===== src/tmr2_defs.vh =====
// Register offsets, field positions and timing constants of the timer 2 block
`ifndef TMR2_DEFS_VH
`define TMR2_DEFS_VH
// Register byte addresses (word aligned, index times four)
`define TMR2_IDX_CONTROL      8'hc8
`define TMR2_IDX_MODE         8'hc9
`define TMR2_IDX_RELOAD_LOW   8'hca
`define TMR2_IDX_RELOAD_HIGH  8'hcb
`define TMR2_IDX_COUNT_LOW    8'hcc
`define TMR2_IDX_COUNT_HIGH   8'hcd
`define TMR2_ADDR_CONTROL     12'h320
`define TMR2_ADDR_MODE        12'h324
`define TMR2_ADDR_RELOAD_LOW  12'h328
`define TMR2_ADDR_RELOAD_HIGH 12'h32c
`define TMR2_ADDR_COUNT_LOW   12'h330
`define TMR2_ADDR_COUNT_HIGH  12'h334
// Control register fields
`define TMR2_CTL_OVERFLOW     7
`define TMR2_CTL_EXTERNAL     6
`define TMR2_CTL_RX_CLK_SEL   5
`define TMR2_CTL_TX_CLK_SEL   4
`define TMR2_CTL_EXT_ENABLE   3
`define TMR2_CTL_RUN          2
`define TMR2_CTL_COUNTER_SEL  1
`define TMR2_CTL_CAPTURE_SEL  0
// Mode register fields
`define TMR2_MOD_CLK_OUT_EN   1
`define TMR2_MOD_DOWN_EN      0
`define TMR2_MOD_MASK         8'h03
// Reset value and count top
`define TMR2_RESET_BYTE       8'h00
`define TMR2_COUNT_TOP        16'hffff
// Prescale divisors in system clocks
`define TMR2_DIV_12T          4'd12
`define TMR2_DIV_6T           4'd6
`define TMR2_DIV_BAUD         4'd2
`endif


===== src/tmr2_edge_sync.v =====
// Two-flop synchroniser with falling edge detector
`timescale 1ns/1ps
`default_nettype none
module tmr2_edge_sync (
   // Clock and reset
   input  wire pclk,
   input  wire presetn,
   // Asynchronous input and results
   input  wire pin_in,
   output reg  level,
   output wire fall
);
   reg meta;
   reg prev;

   // First flop feeds only the second one
   always @(posedge pclk or negedge presetn) begin
      if (!presetn) begin
         meta  <= 1'b1;
         level <= 1'b1;
         prev  <= 1'b1;
      end else begin
         meta  <= pin_in;
         level <= meta;
         prev  <= level;
      end
   end

   // One-cycle pulse on a high-to-low step
   assign fall = prev & ~level;
endmodule // tmr2_edge_sync
`default_nettype wire


===== src/tmr2_timer.v =====
// Timer 2: 16-bit capture / auto-reload / baud generator with APB registers
//
// Summary of operation
// - Clock output enable toggles clock_output_pin on every count overflow.
// - Run, clock selects and capture select choose reload, capture, baud or off.
// - Capture mode counts 16 bits and sets overflow flag on every overflow.
// - Capture mode with external enable copies count into reload on trigger fall.
// - Trigger fall in capture sets external flag; both flags OR into one request.
// - Auto-reload counts up; with down enable, trigger high up, low down.
// - Up-count past ffff sets overflow flag and loads reload value.
// - Up-only reload mode with external enable reloads and flags on trigger fall.
// - Down-count underflows at reload value, sets overflow flag, loads ffff.
// - With down enable, external flag toggles on each wrap, no interrupt.
// - Transmit and receive clock selects pick this timer as baud sources.
// - Baud mode overflow reloads count but never sets overflow flag.
// - Baud mode trigger fall sets external flag but causes no reload.
// - Serial baud in variable modes is overflow rate divided by sixteen.
// - Baud timer rate is clock over n times (65536 minus reload).
// - Outside baud mode the timer ticks once per machine cycle, 1/6 or 1/12.
// - Baud mode timer ticks at half the system clock.
// - Timer/counter select 1 counts falling edges on the external count input.
// - Run starts counting; clearing it holds the count.
`timescale 1ns/1ps
`default_nettype none
`include "tmr2_defs.vh"
module tmr2_timer (
   // APB slave
   input  wire        pclk,
   input  wire        presetn,
   input  wire        psel,
   input  wire        penable,
   input  wire        pwrite,
   input  wire [11:0] paddr,
   input  wire [31:0] pwdata,
   input  wire [3:0]  pstrb,
   output reg  [31:0] prdata,
   output wire        pready,
   output wire        pslverr,
   // Device pins
   input  wire        external_count_input,
   input  wire        trigger_input,
   output reg         clock_output_pin,
   // Strap: 1 selects 6-clock machine cycle, 0 the 12-clock cycle
   input  wire        six_clock_mode,
   // Serial port side
   input  wire        other_timer_overflow,
   output wire        tx_baud_tick,
   output wire        rx_baud_tick,
   output wire        tx_baud_16,
   output wire        rx_baud_16,
   output wire        timer2_irq
);
   // Registers
   reg  [7:0]  timer2_control;
   reg  [7:0]  timer2_mode;
   reg  [15:0] reload;
   reg  [15:0] count;
   reg  [3:0]  prescale;
   reg         strap_meta;
   reg         strap_6t;
   reg  [3:0]  tx_div16;
   reg  [3:0]  rx_div16;
   reg         tx_16;
   reg         rx_16;

   wire overflow_flag         = timer2_control[`TMR2_CTL_OVERFLOW];
   wire external_flag         = timer2_control[`TMR2_CTL_EXTERNAL];
   wire receive_clock_select  = timer2_control[`TMR2_CTL_RX_CLK_SEL];
   wire transmit_clock_select = timer2_control[`TMR2_CTL_TX_CLK_SEL];
   wire external_enable       = timer2_control[`TMR2_CTL_EXT_ENABLE];
   wire run_bit               = timer2_control[`TMR2_CTL_RUN];
   wire timer_counter_select  = timer2_control[`TMR2_CTL_COUNTER_SEL];
   wire capture_reload_select = timer2_control[`TMR2_CTL_CAPTURE_SEL];
   wire clock_out_enable      = timer2_mode[`TMR2_MOD_CLK_OUT_EN];
   wire down_count_enable     = timer2_mode[`TMR2_MOD_DOWN_EN];

   // Synchronised pins
   wire trig_level;
   wire trig_fall;
   wire ext_fall;

   tmr2_edge_sync u_trig_sync (
      .pclk    (pclk),
      .presetn (presetn),
      .pin_in  (trigger_input),
      .level   (trig_level),
      .fall    (trig_fall)
   );

   tmr2_edge_sync u_count_sync (
      .pclk    (pclk),
      .presetn (presetn),
      .pin_in  (external_count_input),
      .level   (),
      .fall    (ext_fall)
   );

   // Mode decode
   wire baud_mode    = transmit_clock_select | receive_clock_select;
   wire capture_mode = ~baud_mode & capture_reload_select;
   wire reload_mode  = ~baud_mode & ~capture_reload_select;
   wire up_down      = reload_mode & down_count_enable;
   wire count_up     = ~up_down | trig_level;

   // Prescaler: machine cycle outside baud mode, half clock in it
   wire [3:0] div_sel = baud_mode ? `TMR2_DIV_BAUD :
                        (strap_6t ? `TMR2_DIV_6T : `TMR2_DIV_12T);
   wire       pre_tick = (prescale >= div_sel - 4'd1);

   // Strap is a pin, so it passes two flops before the divider reads it
   always @(posedge pclk or negedge presetn) begin
      if (!presetn) begin
         strap_meta <= 1'b0;
         strap_6t   <= 1'b0;
         prescale   <= 4'h0;
      end else begin
         strap_meta <= six_clock_mode;
         strap_6t   <= strap_meta;
         if (!run_bit || pre_tick)
            prescale <= 4'h0;
         else
            prescale <= prescale + 4'd1;
      end
   end

   // Count step source: internal timing or external falling edges
   wire step = run_bit & (timer_counter_select ? ext_fall : pre_tick);

   wire at_top    = (count == `TMR2_COUNT_TOP);
   wire at_bottom = (count == reload);
   wire wrap_up   = step & count_up & at_top;
   wire wrap_dn   = step & ~count_up & at_bottom;
   wire wrap      = wrap_up | wrap_dn;

   // Trigger edge events, ignored while stopped
   wire trig_evt   = run_bit & external_enable & trig_fall;
   wire capture_ev = trig_evt & capture_mode;
   wire reload_ev  = trig_evt & reload_mode & ~down_count_enable;
   wire extflag_ev = trig_evt & ~up_down;

   // APB decode; zero wait states
   wire       acc      = psel & penable;
   wire       wr       = acc & pwrite & pstrb[0];
   wire       hit_ctl  = (paddr == `TMR2_ADDR_CONTROL);
   wire       hit_mod  = (paddr == `TMR2_ADDR_MODE);
   wire       hit_rl   = (paddr == `TMR2_ADDR_RELOAD_LOW);
   wire       hit_rh   = (paddr == `TMR2_ADDR_RELOAD_HIGH);
   wire       hit_cl   = (paddr == `TMR2_ADDR_COUNT_LOW);
   wire       hit_ch   = (paddr == `TMR2_ADDR_COUNT_HIGH);
   wire       mapped   = hit_ctl | hit_mod | hit_rl | hit_rh | hit_cl | hit_ch;
   wire [7:0] wbyte    = pwdata[7:0];

   assign pready  = 1'b1;
   assign pslverr = acc & ~mapped;

   // Control register with hardware-set flags; set beats software clear
   always @(posedge pclk or negedge presetn) begin
      if (!presetn) begin
         timer2_control <= `TMR2_RESET_BYTE;
      end else begin
         if (wr && hit_ctl)
            timer2_control <= wbyte;
         if (wrap && !baud_mode)
            timer2_control[`TMR2_CTL_OVERFLOW] <= 1'b1;
         if (extflag_ev)
            timer2_control[`TMR2_CTL_EXTERNAL] <= 1'b1;
         else if (up_down && wrap)
            timer2_control[`TMR2_CTL_EXTERNAL] <= ~external_flag;
      end
   end

   // Mode register, two live bits
   always @(posedge pclk or negedge presetn) begin
      if (!presetn)
         timer2_mode <= `TMR2_RESET_BYTE;
      else if (wr && hit_mod)
         timer2_mode <= wbyte & `TMR2_MOD_MASK;
   end

   // Reload / capture register; capture wins over a same-cycle write
   always @(posedge pclk or negedge presetn) begin
      if (!presetn) begin
         reload <= {`TMR2_RESET_BYTE, `TMR2_RESET_BYTE};
      end else if (capture_ev) begin
         reload <= count;
      end else begin
         if (wr && hit_rl)
            reload[7:0] <= wbyte;
         if (wr && hit_rh)
            reload[15:8] <= wbyte;
      end
   end

   // Counter; hardware reload or step beats software write
   always @(posedge pclk or negedge presetn) begin
      if (!presetn) begin
         count <= {`TMR2_RESET_BYTE, `TMR2_RESET_BYTE};
      end else if (reload_ev) begin
         count <= reload;
      end else if (wrap_up) begin
         count <= capture_mode ? 16'h0000 : reload;
      end else if (wrap_dn) begin
         count <= `TMR2_COUNT_TOP;
      end else if (step) begin
         count <= count_up ? count + 16'd1 : count - 16'd1;
      end else begin
         if (wr && hit_cl)
            count[7:0] <= wbyte;
         if (wr && hit_ch)
            count[15:8] <= wbyte;
      end
   end

   // Clock output toggles on every wrap while enabled
   always @(posedge pclk or negedge presetn) begin
      if (!presetn)
         clock_output_pin <= 1'b0;
      else if (clock_out_enable && wrap)
         clock_output_pin <= ~clock_output_pin;
   end

   // Baud sources: this timer's wrap or the other timer's overflow
   assign tx_baud_tick = transmit_clock_select ? (wrap & baud_mode) : other_timer_overflow;
   assign rx_baud_tick = receive_clock_select ? (wrap & baud_mode) : other_timer_overflow;

   // Divide by sixteen for the serial port's variable-rate modes
   always @(posedge pclk or negedge presetn) begin
      if (!presetn) begin
         tx_div16 <= 4'h0;
         rx_div16 <= 4'h0;
         tx_16    <= 1'b0;
         rx_16    <= 1'b0;
      end else begin
         tx_16 <= tx_baud_tick & (tx_div16 == 4'hf);
         rx_16 <= rx_baud_tick & (rx_div16 == 4'hf);
         if (tx_baud_tick)
            tx_div16 <= tx_div16 + 4'd1;
         if (rx_baud_tick)
            rx_div16 <= rx_div16 + 4'd1;
      end
   end
   assign tx_baud_16 = tx_16;
   assign rx_baud_16 = rx_16;

   // Single request; external flag is silent in up/down mode
   assign timer2_irq = overflow_flag | (external_flag & ~up_down);

   // Read mux, upper bits zero
   always @* begin
      prdata = 32'h0000_0000;
      if (acc && !pwrite) begin
         if (hit_ctl)
            prdata = {24'h000000, timer2_control};
         else if (hit_mod)
            prdata = {24'h000000, timer2_mode};
         else if (hit_rl)
            prdata = {24'h000000, reload[7:0]};
         else if (hit_rh)
            prdata = {24'h000000, reload[15:8]};
         else if (hit_cl)
            prdata = {24'h000000, count[7:0]};
         else if (hit_ch)
            prdata = {24'h000000, count[15:8]};
      end
   end
endmodule // tmr2_timer
`default_nettype wire


===== config.mk =====
export PLATFORM = sky130hd
export DESIGN_NAME = tmr2_timer
export DESIGN_NICKNAME = d
export VERILOG_FILES = /design/src/tmr2_edge_sync.v /design/src/tmr2_timer.v
export VERILOG_INCLUDE_DIRS = /design/src /design/src/src
export SDC_FILE = /design/constraint.sdc
export NUM_CORES = 1
export LEC_CHECK = 0
export ABC_CLOCK_PERIOD_IN_PS = 3600
export BUFFER_PORTS_ARGS = -buffer_cell sky130_fd_sc_hd__clkbuf_2
export CORE_AREA = 2 2 97 109
export CTS_BUF_LIST = sky130_fd_sc_hd__clkbuf_16
export DETAILED_ROUTE_END_ITERATION = 6
export DIE_AREA = 0 0 99 111
export PLACE_DENSITY = 0.72
export SLEW_MARGIN = 30
export SYNTH_ARGS = -nofsm -noshare
export SYNTH_HDL_FRONTEND = slang
export SYNTH_SLANG_ARGS = --single-unit

===== constraint.sdc =====
create_clock -name pclk -period 3.6 [get_ports pclk]
set_input_delay 0.36 -clock pclk [delete_from_list [all_inputs] [get_ports pclk]]
set_output_delay 0.36 -clock pclk [all_outputs]
set_load 0.1 [all_outputs]

# [Yosys cells after proc, flatten, opt, wreduce, memory -nomap -nowiden]
# Cells that the tools add are included.
# Widths: inputs -> output; s select.
[word_totals] reg_bits=65 latchBits=0 ramBits=0 mem_bits_ro=0 input_bits=57 out_inout_bits=40 mem_count=0
[classes] add_sub_neg=6 n_mul=0 div_mod_pow=0 order_cmp=1 n_eq_ne=10 shift=0 mux=28 bitwise=43 reduce_logical=20
[ops] op="$mux 16" count=7
[ops] op="$mux 8" count=12
[ops] op="$eq 12x10->1 const B" count=6
[ops] op="$and 1x1->1" count=24
[ops] op="$add 16x1->16 const B" count=1
[ops] op="$eq 16x16->1" count=1
[ops] op="$eq 16x16->1 const B" count=1
[ops] op="$sub 16x1->16 const B" count=1
[ops] op="$add 4x1->4 const B" count=3
[ops] op="$mux 4" count=3
[ops] op="$logic_and 1x1->1" count=10
[ops] op="$not 1->1" count=10
[ops] op="$reduce_bool 5->1" count=2
[ops] op="$or 1x1->1" count=9
[ops] op="$eq 4x4->1 const B" count=2
[ops] op="$mux 1" count=6
[ops] op="$reduce_bool 2->1" count=3
[ops] op="$ge 4x4->1" count=1
[ops] op="$sub 4x1->4 const B" count=1
[ops] op="$logic_not 1->1" count=3
[ops] op="$reduce_bool 3->1" count=1
[ops] op="$logic_or 1x1->1" count=1

# [Depth between registers and ports, before layout]
# Gate-level depths: netlist (run 1).
[logic_depth] word_depth=13 mapped_depth=12

# [Hierarchy]
# From an unflattened synthesis (run 1), not the netlist that was laid out.
[unflattened] cells_unflattened=548 hier_area_um2=4790.8
[by_module_without_submodules] mod="tmr2_timer" instances=1 cells_each=540 area_each_um2=4605.7 seq_area_each_um2=1476.4
[by_module_without_submodules] mod="tmr2_edge_sync" instances=2 cells_each=4 area_each_um2=92.6 seq_area_each_um2=78.8

# [Worst setup path after synthesis (run 1)]
# Ideal clock, no wire load.
[synth_path] path_kind="in2out" startpoint="input port paddr[0]" endpoint="output port prdata[6]" arrival_ns=3.232 path_slack_ns=0.008 path_stages=6 path_buffers=0 cell_sequence="nor4b_1 > nand4_1 > nor4b_4 > a222oi_1 > o21bai_1 > a21oi_1"
[synth_between] elab_chain_cells=8 elab_cells_between_ends=13 cone_classes="6 x eq/ne; 7 x mux"
[synth_rtl] element="start: declaration" line_no="tmr2_timer.v:33" source="input wire [11:0] paddr,"
[synth_rtl] element="$eq 12x10->1 (no line)"
[synth_rtl] element="$mux 8" line_no="tmr2_timer.v:262" source="else if (hit_ch)"
[synth_rtl] element="$mux 8" line_no="tmr2_timer.v:260" source="else if (hit_cl)"
[synth_rtl] element="$mux 8" line_no="tmr2_timer.v:258" source="else if (hit_rh)"
[synth_rtl] element="$mux 8" line_no="tmr2_timer.v:256" source="else if (hit_rl)"
[synth_rtl] element="$mux 8" line_no="tmr2_timer.v:254" source="else if (hit_mod)"
[synth_rtl] element="$mux 8 *" line_no="tmr2_timer.v:252" source="if (hit_ctl)"
[synth_rtl] element="$mux 8 *" line_no="tmr2_timer.v:251" source="if (acc && !pwrite) begin"
[synth_rtl] element="end: declaration" line_no="tmr2_timer.v:36" source="output reg [31:0] prdata,"
# Mark *: on every way between the ends. The rest lies on a longest branch, timed or not.

# [Worst setup path in the final report (run 1)]
[layout_path] startpoint="register timer2_control[5]" endpoint="output port rx_baud_tick"
[layout_between] elab_chain_cells=12 elab_cells_between_ends=19 cone_classes="1 x add/sub; 1 x order compare; 3 x mux; 14 x bitwise"
[layout_rtl] element="start: declaration" line_no="tmr2_timer.v:54" source="reg [7:0] timer2_control;"
[layout_rtl] element="start signal: assignment" line_no="tmr2_timer.v:159" source="timer2_control <= `TMR2_RESET_BYTE;"
[layout_rtl] element="start signal: assignment" line_no="tmr2_timer.v:162" source="timer2_control <= wbyte;"
[layout_rtl] element="start signal: indexed assignment" line_no="tmr2_timer.v:168" source="timer2_control[`TMR2_CTL_EXTERNAL] <= ~external_flag;"
[layout_rtl] element="branches (longest 11 deep; another with $sub 4x1->4)"
[layout_rtl] element="$mux 1 *" line_no="tmr2_timer.v:224" source="assign rx_baud_tick = receive_clock_select ? (wrap & baud_mode) : other_timer_overflow;"
[layout_rtl] element="end: declaration" line_no="tmr2_timer.v:48" source="output wire rx_baud_tick,"
# Mark *: on every way between the ends.

==> results of run 1 <==
[synth_stat cells (3+ instances only)]
cell / number / share of area [%]
a211oi_1: 7 / 1.1
a21o_1: 7 / 1.1
a21oi_1: 53 / 5.5
a221oi_1: 4 / 0.72
a222oi_1: 6 / 1.2
a22oi_1: 7 / 1.1
a31oi_1: 6 / 0.78
and2_1: 3 / 0.39
and3_1: 7 / 0.91
and4_1: 4 / 0.72
buf_2: 8 / 0.83
buf_4: 27 / 4.2
clkbuf_1: 28 / 2.2
dfrtp_1: 59 / 31
dfstp_2: 6 / 3.3
ha_1: 7 / 1.8
inv_1: 9 / 0.70
mux2_2: 6 / 1.4
mux2i_1: 20 / 4.1
nand2_1: 47 / 3.6
nand2b_1: 9 / 1.2
nand3_1: 12 / 1.2
nand3b_1: 4 / 0.62
nand4_1: 13 / 1.7
nor2_1: 49 / 3.8
nor3_1: 9 / 0.93
nor3b_1: 3 / 0.47
nor4_1: 6 / 0.78
o211ai_1: 3 / 0.47
o21ai_0: 23 / 2.4
o21bai_1: 7 / 1.1
o31ai_1: 4 / 0.62
or2_2: 3 / 0.39
or3_1: 4 / 0.52
or4_1: 4 / 0.62
xnor2_1: 27 / 4.9
xor2_1: 8 / 1.4
[final cells by class]
class	count	area, µm²
sequential	65	1630
inverter	11	41.3
multi-input combinational	444	2920
fill	915	4530
timing repair buffer	73	455
clock buffer	9	225
tap	123	154
clock inverter	7	45.0
[placed cells by master (no fill, tap or decap), types with 13 or more instances in the layout]
| cell | instances |
|---|---|
| o21ai_0 | 23 |
| mux2i_1 | 20 |
| nand4_1 | 13 |
| nand2_1 | 47 |
| nor2_1 | 49 |
| clkbuf_2 | 41 |
| dfrtp_1 | 59 |
| conb_1 | 25 |
| a21oi_1 | 53 |
| buf_4 | 29 |
| xnor2_1 | 27 |
[metal layers]
layer,up-vias,global-route usage [%],share of wire [%]
met5,-,0,0
met4,0,17.3,6.9
met3,86,5.30,7.7
met2,270,44.4,46
met1,2269,37.1,39
li1,2090,-,-
[stage by stage]
| stage | power (W) | hold slack [ps] |
|---|---|---|
| after global placement | 0.000949 | 345 |
| after detailed placement | 0.000951 | 342 |
| final | 0.00176 | 47.2 |
| after floorplan | 0.000920 | 64.4 |
| after global routing | 0.00180 | 95.9 |
| after CTS | 0.00176 | 60.9 |
[power by group]
group | switching (W) | internal [W] | leakage, nW
clock network | 0.000359 | 0.000463 | 0.127
logic | 0.000169 | 0.0000266 | 1.27
registers | 0.00000487 | 0.000739 | 0.737
total | 0.000532 | 0.00123 | 2.13
[cell families (layout without fill, tap and decap cells)]
kind of cell	count (synthesis)	after routing	synth area share, %
fa+ha+maj	7	7	1.81
compound gates	159	159	22.6
flops	65	65	33.8
other cells	2	25	0.155
xor+xnor	35	35	6.34
mux	26	26	5.53
buf+inv	74	100	8.04
simple gates	192	192	21.7
[worst max-delay path by stage]
stage	from	end	slack, ps
after floorplan	paddr[0]	prdata[6]	8
after global placement	timer2_control[5]	count[6]	410
after detailed placement	timer2_control[5]	count[6]	410
after CTS	timer2_control[5]	rx_baud_tick	120
after global routing	timer2_control[5]	rx_baud_tick	0.5
final	timer2_control[5]	rx_baud_tick	90
[state kept, by name, indices dropped and copies added, names as in the netlist, 2 cells and up]
name	flops
count	16
tx_div16	4
prescale	4
rx_div16	4
timer2_control	8
reload	16
timer2_mode	2
[timing repair]
action,in CTS,in global routing
resized for setup,0,2
endpoints found under the setup margin,0,1
endpoints found under the hold margin,0,0
setup buffers,0,0
==> reports/results.ini, run 1 <==
[timing]
fin_setup_tns_ps = 0
fin_skew_ps = 8.07
slew_headroom_pct = 49.2
fin_ws_ps = 89.7
layout_min_cycle_time_ps = 3510
setup_viol = 0
grt_setup_unrepaired = no
worst_slew_pin_slew_ps = 756
fin_crit_sh_pct = 97.5
hold_viol = 0
max_freq_mhz = 285
maxSlewViolCount = 0

[place]
hpwl_um = 11200
gp_congestion = 1.00
dp_slack_ps = 408
dp_cells = 716
port_buffers = 44
place_area_um2 = 5200

[global_routing]
grt_start_max_net_pins = 33
antenna_found_initial = 0
grt_use_total_pct = 28.7
first_global_vias = 4484
grt_pass1_wl_um = 24400
gr-total-overflow = 0

[synth]
synth-seq-area-share_pct = 33.8
netlist_area_um2 = 4840
synthFlopType = dfrtp_1
ys_warn_count = 0
synth.distinct_cells = 76
async_flop_share_pct = 100
yosys_register_bits = 65
synth_edf_count = 0
avgSynthCellArea_um2 = 8.64
synthCells = 560

[layout]
final_cells = 732
fin_area_um2 = 5470
post-route-util_pct = 54.7
drive_above_1_share_pct = 20.0
fin_nets = 668
antennaDiodeCount = 0
area_growth_pct = 13.1

[power_and_ir_drop]
powerDensity_nw_per_um2 = 322
leakagePower_nw = 2.13
ir_drop_mv = 0.194

[critical_path]
ff2ff_setup_slack_ps = 370
path_cells = or3_1 -> ha_1 -> a211oi_1 -> nor2_1 -> o31ai_2 -> buf_4 -> o31ai_4 -> clkbuf_2
critPathKind = register to primary output
critPathCaptureType = primary output
crit_path_max_fanout = 14
r2r_end = count[6]
path_delay_family = buffers and inverters
required_ps = 3240
cp_data_arrival_time_ps = 3150
rr_worst_depth = 10
startpoint_type = register
max_stage_delay_ps = 520
path_depth = 8
reg2reg_from = timer2_control[5]
path_buf_inv = 2
slowest_stage = clkbuf_2

[run_status]
status = complete, no violations

[clocking]
worst_skew_pair.late_latency_ps = 340
cts.sinks = 65
clock_tree.buffer_depth = 2
cts.clk_slew.worst_paths_ps = 60
postCtsHoldBufs = 0
htreeDepth = 3
tritoncts = done
numCtsBuffers = 9
cts_root_buf = clkbuf_16

[routing]
ant_nets = 0
wl_per_cell_um = 21.1
drc = 0
dr.pass1.iters = 7
dr.first_iter.drc_count = 420
finalWirelength_um = 15500
avgViaCountPerCell = 6.44
vias = 4715

[flow_run]
drv_cap = 0

[floorplanning]
core_um2 = 10000
row_count = 39
die_y_um = 111
die_area_um2 = 11000
die_w_um = 99
ios = 97
start_util_pct = 48.4

[min_path]
hold_path_class = primary input to async pin

Power figures use the tool's default switching activity.
==> run 2, diff against run 1 <==
--- a/config.mk
+++ b/config.mk
@@ -7,12 +7,11 @@
 export NUM_CORES = 1
 export LEC_CHECK = 0
 export ABC_CLOCK_PERIOD_IN_PS = 3600
-export BUFFER_PORTS_ARGS = -buffer_cell sky130_fd_sc_hd__clkbuf_2
-export CORE_AREA = 2 2 97 109
+export BUFFER_PORTS_ARGS = -buffer_cell sky130_fd_sc_hd__buf_2
+export CORE_AREA = 2 2 108 121
 export CTS_BUF_LIST = sky130_fd_sc_hd__clkbuf_16
 export DETAILED_ROUTE_END_ITERATION = 6
-export DIE_AREA = 0 0 99 111
-export PLACE_DENSITY = 0.72
+export DIE_AREA = 0 0 110 123
 export SLEW_MARGIN = 30
 export SYNTH_ARGS = -nofsm -noshare
 export SYNTH_HDL_FRONTEND = slang
==> run 2 against run 1 <==
Compared with the run above:
- sequential power is essentially flat
- flip-flop and latch count is the same
- wire length grew 1.9%
- die area grew 23%
- critical path type unchanged
- highest routed layer unchanged
==> reports/results.ini, run 2 (synthesized netlist as in run 1, its figures left out) <==
[run_status]
status = complete, no violations

[place]
port_buffers = 44  ; unchanged
hpwl_um = 11700  ; +4.3%
gp_congestion = 0.972  ; -2.8%

[routing]
drc = 0  ; unchanged
avgViaCountPerCell = 5.88  ; -8.7%
wl_per_cell_um = 20.6  ; -2.5%
dr.pass1.iters = 5  ; -2
finalWirelength_um = 15800  ; +1.9%
dr.first_iter.drc_count = 460  ; +9.5%
ant_nets = 0  ; unchanged
vias = 4499  ; -4.6%

[timing]
layout_min_cycle_time_ps = 3440  ; -73.4 ps
fin_skew_ps = 7.63  ; -0.446 ps
fin_setup_tns_ps = 0  ; unchanged
max_freq_mhz = 291  ; +2.1%
hold_viol = 0  ; unchanged
maxSlewViolCount = 0  ; unchanged
holdWs_ps = 84.5  ; +37.4 ps
worst_slew_pin_slew_ps = 756  ; +0.0857 ps
setup_viol = 0  ; unchanged
fin_crit_sh_pct = 95.5  ; -2.0 points
grt_setup_unrepaired = no
slew_headroom_pct = 49.2  ; about the same

[global_routing]
grt_use_met3_pct = 3.69  ; -1.6 points
gr-total-overflow = 0  ; unchanged
top_usage_layer = met2
grtUsageMet1_pct = 32.0  ; -5.1 points
grt_pass1_wl_um = 24200  ; -0.71%
first_global_vias = 4209  ; -6.1%
antenna_found_initial = 0  ; unchanged
grt_use_total_pct = 24.0  ; -4.7 points
grt_start_max_net_pins = 34  ; +3.0%
use_met2_pct = 39.1  ; -5.3 points

[critical_path]
crit_path_max_fanout = 15  ; +1
cp_data_arrival_time_ps = 3080  ; -70 ps
required_ps = 3240  ; about the same
critPathCaptureType = primary output
critPathKind = register to primary output
r2r_end = count[6]
reg2reg_from = timer2_control[5]
ff2ff_setup_slack_ps = 390  ; +20 ps
rr_worst_depth = 10  ; unchanged
startpoint_type = register

[layout]
post-route-util_pct = 45.2  ; -9.5 points
layout_common_cells = dfrtp_1, a21oi_1, nor2_1
antennaDiodeCount = 0  ; unchanged
fin_nets = 667  ; -0.15%
final_common_cell = dfrtp_1
drive_above_1_share_pct = 20.1  ; +0.033 points
area_growth_pct = 15.1
top_regs = count x16, reload x16, timer2_control x8

[floorplanning]
die_area_um2 = 13500  ; +23%
die_w_um = 110  ; +11%
die_y_um = 123  ; +11%
ios = 97  ; unchanged
core_um2 = 12300  ; +23%
row_count = 43  ; +10%
start_util_pct = 39.3  ; -9.1 points

[clocking]
cts_root_buf = clkbuf_16
post-cts-setup-buffers = 0  ; unchanged
numCtsBuffers = 9  ; unchanged
cts.clk_slew.worst_paths_ps = 60  ; about the same
worst_skew_pair.late_latency_ps = 340  ; about the same
tritoncts = done
cts.sinks = 65  ; unchanged
postCtsHoldBufs = 0  ; unchanged
cts-resized-gates = 0  ; unchanged
clock_tree.buffer_depth = 2  ; unchanged
htreeDepth = 3  ; unchanged

[power_and_ir_drop]
ir_drop_mv = 0.243  ; +25%
powerDensity_nw_per_um2 = 343  ; +6.5%
leakagePower_nw = 2.17  ; +1.7%
finalPower_w = 0.00191  ; +8.5%

[flow_run]
drv_cap = 0  ; unchanged

[min_path]
hold_path_class = primary input to async pin

run 2: cell types whose count changed in the layout (fill, tap and decap cells not counted), sizes merged:
cell      delta
inv          +1
clkbuf      -42
buf         +41
bufinv       +2
clkinvlp     -2
clkinv       -1
run 2: metrics by stage:
stage	instances	cell area [µm²]	setup WS [ps]
floorplan	583	4920	8.29
global placement	749	5240	552
detailed placement	749	5240	436
CTS	765	5570	164
global route	765	5570	11.9
finish	765	5570	163
run 2: worst max-delay path, cell delays in order (launching register included):
cell and delay (ps):
dfrtp_1 470, or3_1 440, ha_1 290, a211oi_1 60, nor2_1 310, o31ai_2 90
buf_4 230, o31ai_4 350, buf_2 490
run 2: layout make-up:
cell class	count	area, µm²
Tap cell	157	196
Clock inverter	7	103
Sequential cell	65	1630
Inverter	11	41.3
Multi-Input combinational cell	444	2910
Fill cell	1210	6750
Clock buffer	9	225
Timing Repair Buffer	72	460
run 2: layer usage:
| layer | vias up | part of all wire [%] |
|---|---|---|
| li1 | 2090 | - |
| met1 | 2173 | 43 |
| met2 | 207 | 47 |
| met3 | 29 | 7.1 |
| met4 | 0 | 2.9 |
| met5 | - | 0 |
run 2: power by group:
part,total [W],leakage [nW],internal (W),switching (W)
registers,0.000744,0.737,0.000739,0.00000465
logic,0.000196,1.27,0.0000267,0.000169
clock network,0.000971,0.162,0.000614,0.000357
run 2: how the worst max path moves through the flow:
stage / to / slack [ps] / from / cells past startpoint
CTS: tx_baud_tick / 160 / timer2_control[5] / 8
detailed placement: count[6] / 440 / timer2_control[5] / 10
finish: rx_baud_tick / 160 / timer2_control[5] / 8
global route: tx_baud_tick / 10 / timer2_control[5] / 8
global placement: count[6] / 550 / timer2_control[5] / 10
floorplan: prdata[6] / 8 / paddr[0] / 6
==> run 3, diff against run 2 <==
--- a/config.mk
+++ b/config.mk
@@ -7,11 +7,11 @@
 export NUM_CORES = 1
 export LEC_CHECK = 0
 export ABC_CLOCK_PERIOD_IN_PS = 3600
-export BUFFER_PORTS_ARGS = -buffer_cell sky130_fd_sc_hd__buf_2
 export CORE_AREA = 2 2 108 121
 export CTS_BUF_LIST = sky130_fd_sc_hd__clkbuf_16
 export DETAILED_ROUTE_END_ITERATION = 6
 export DIE_AREA = 0 0 110 123
+export DONT_BUFFER_PORTS = 1
 export SLEW_MARGIN = 30
 export SYNTH_ARGS = -nofsm -noshare
 export SYNTH_HDL_FRONTEND = slang
==> run 3 against run 2 <==
Compared with the run above:
- power is 4.9% lower
- critical path depth stayed put
- sequential power hardly changed
- count of clock-buffer cells in the layout stayed put
- register-to-register slack worse by 50 ps
- via count is 0.67% lower
- first-iteration DRC count is 4.6% lower
- global-route usage is 0.12 points higher
- highest routed layer unchanged
==> reports/results.ini, run 3 (synthesized netlist as in run 1, its figures left out) <==
[layout]
area_growth_pct = 11.7
antennaDiodeCount = 0  ; unchanged
top_regs = count x16, reload x16, timer2_control x8
layout_common_cells = dfrtp_1, nor2_1, nand2_1, a21oi_1, buf_4
drive_above_1_share_pct = 16.3  ; -3.8 points
final_common_cell = dfrtp_1
fin_nets = 631  ; -5.4%
fin_area_um2 = 5410  ; -3.0%

[timing]
fin_skew_ps = 8.77  ; +1.14 ps
fin_setup_tns_ps = 0  ; unchanged
setup_viol = 0  ; unchanged
slew_headroom_pct = 36.1  ; -13 points
grt_setup_unrepaired = no
fin_ws_ps = 265  ; +102 ps
worst_slew_pin_slew_ps = 962  ; +206 ps
layout_min_cycle_time_ps = 3340  ; -102 ps
max_freq_mhz = 300  ; +3.0%
maxSlewViolCount = 0  ; unchanged
hold_viol = 0  ; unchanged
fin_crit_sh_pct = 92.6  ; -2.8 points

[floorplanning]
ios = 97  ; unchanged
die_w_um = 110  ; unchanged
row_count = 43  ; unchanged
die_y_um = 123  ; unchanged
start_util_pct = 39.3  ; unchanged
die_area_um2 = 13500  ; unchanged
core_um2 = 12300  ; unchanged

[critical_path]
ff2ff_setup_slack_ps = 340  ; -50 ps
required_ps = 3240  ; about the same
slowest_stage = dfrtp_1
path_common_cell = buf_4
max_stage_delay_ps = 480  ; about the same
path_cells = or3_1 -> ha_1 -> a211oi_1 -> nor2_1 -> o31ai_2 -> buf_4 -> o31ai_4 -> buf_4
critPathKind = register to primary output
startpoint_type = register
cp_data_arrival_time_ps = 2980  ; -100 ps
crit_path_max_fanout = 15  ; unchanged
critPathCaptureType = primary output

[power_and_ir_drop]
leakagePower_nw = 2.01  ; -7.4%
ir_drop_mv = 0.221  ; -9.1%
powerDensity_nw_per_um2 = 336  ; -1.9%

[flow_run]
drv_cap = 0  ; unchanged

[global_routing]
grt_pass1_wl_um = 24400  ; +0.74%
grt_use_total_pct = 24.1  ; +0.12 points
first_global_vias = 4263  ; +1.3%
grt_start_max_net_pins = 66  ; +94%
gr-total-overflow = 0  ; unchanged
antenna_found_initial = 0  ; unchanged

[routing]
wl_per_cell_um = 21.6  ; +4.6%
finalWirelength_um = 15700  ; -0.30%
avgViaCountPerCell = 6.13  ; +4.2%
dr.first_iter.drc_count = 439  ; -4.6%
drc = 0  ; unchanged
vias = 4469  ; -0.67%
dr.pass1.iters = 5  ; unchanged
ant_nets = 0  ; unchanged

[clocking]
cts.clk_slew.worst_paths_ps = 60  ; about the same
tritoncts = done
htreeDepth = 3  ; unchanged
worst_skew_pair.late_latency_ps = 340  ; about the same
cts_root_buf = clkbuf_16
clock_tree.buffer_depth = 2  ; unchanged
cts-resized-gates = 0  ; unchanged
numCtsBuffers = 9  ; unchanged
post-cts-setup-buffers = 0  ; unchanged
cts.sinks = 65  ; unchanged

[min_path]
hold_path_class = primary input to register

[run_status]
status = complete, no violations

[place]
dp_slack_ps = 442  ; +5.34 ps
place_area_um2 = 5060  ; -3.5%
port_buffers = 0  ; -100%
gp_congestion = 0.987  ; +1.5%
hpwl_um = 11400  ; -3.2%

==> run 3: cell count changes in the layout (fill, tap and decap cells not counted), sizes merged <==
cell / delta
dlygate4sd3: +1
clkinvlp: +1
bufinv: -1
buf: -37
==> run 3: per-stage QoR <==
stage | total power, W | hold WS [ps] | util (%) | cells
floorplan | 0.000920 | 64.4 | - | 583
global placement | 0.000902 | 65.9 | 41.0 | 710
detailed placement | 0.000903 | 65.8 | 41.0 | 710
CTS | 0.00182 | 12.4 | 43.8 | 728
global route | 0.00187 | 4.22 | 43.9 | 729
finish | 0.00182 | 14.1 | 43.9 | 729
==> run 3: layout make-up <==
cell class | instances | area [µm²]
clock inverters | 7 | 77.6
clock buffers | 9 | 225
well taps | 157 | 196
repair buffers | 36 | 293
fillers | 1228 | 6920
flip-flops and latches | 65 | 1630
multi-input cells | 444 | 2940
inverters | 11 | 41.3
==> run 3: timing repair <==
action                                  4_1_cts  5_1_grt
hold buffers                                  2        0
endpoints found under the setup margin        0        0
endpoints found under the hold margin        65        0
==> run 3: critical path, delay by kind of cell (launching register included) <==
kind,cells,cell delay [ps]
DFF,1,480
and+or+nand+nor,2,760
buffers and inverters,2,600
AOI/OAI and AO/OA,3,510
adders and majority gates,1,300
==> run 3: path summary, 6_finish.rpt <==
check                                startpoint                  to  cells past startpoint
setup / recovery              timer2_control[5]        tx_baud_tick                      8
hold / removal             external_count_input   u_count_sync.meta                      0
setup reg to reg              timer2_control[5]            count[1]                      9
hold reg to reg               u_count_sync.meta  u_count_sync.level                      0
max in group asynchronous               presetn    u_trig_sync.meta                      2
min in group asynchronous               presetn    clock_output_pin                      2
==> run 3: report_power, final <==
| group | internal, W | switching, W |
|---|---|---|
| logic | 0.0000177 | 0.000148 |
| registers | 0.000739 | 0.00000434 |
| clock network | 0.000542 | 0.000366 |
| total | 0.00130 | 0.000519 |
==> run 3: layer usage <==
metal / global-route usage [%] / up-vias / wire length [µm]
met4: 8.62 / 0 / 493
met1: 30.8 / 2228 / 6490
met2: 40.7 / 193 / 7680
met5: 0 / - / 0
li1: - / 2015 / -
met3: 4.16 / 33 / 1050
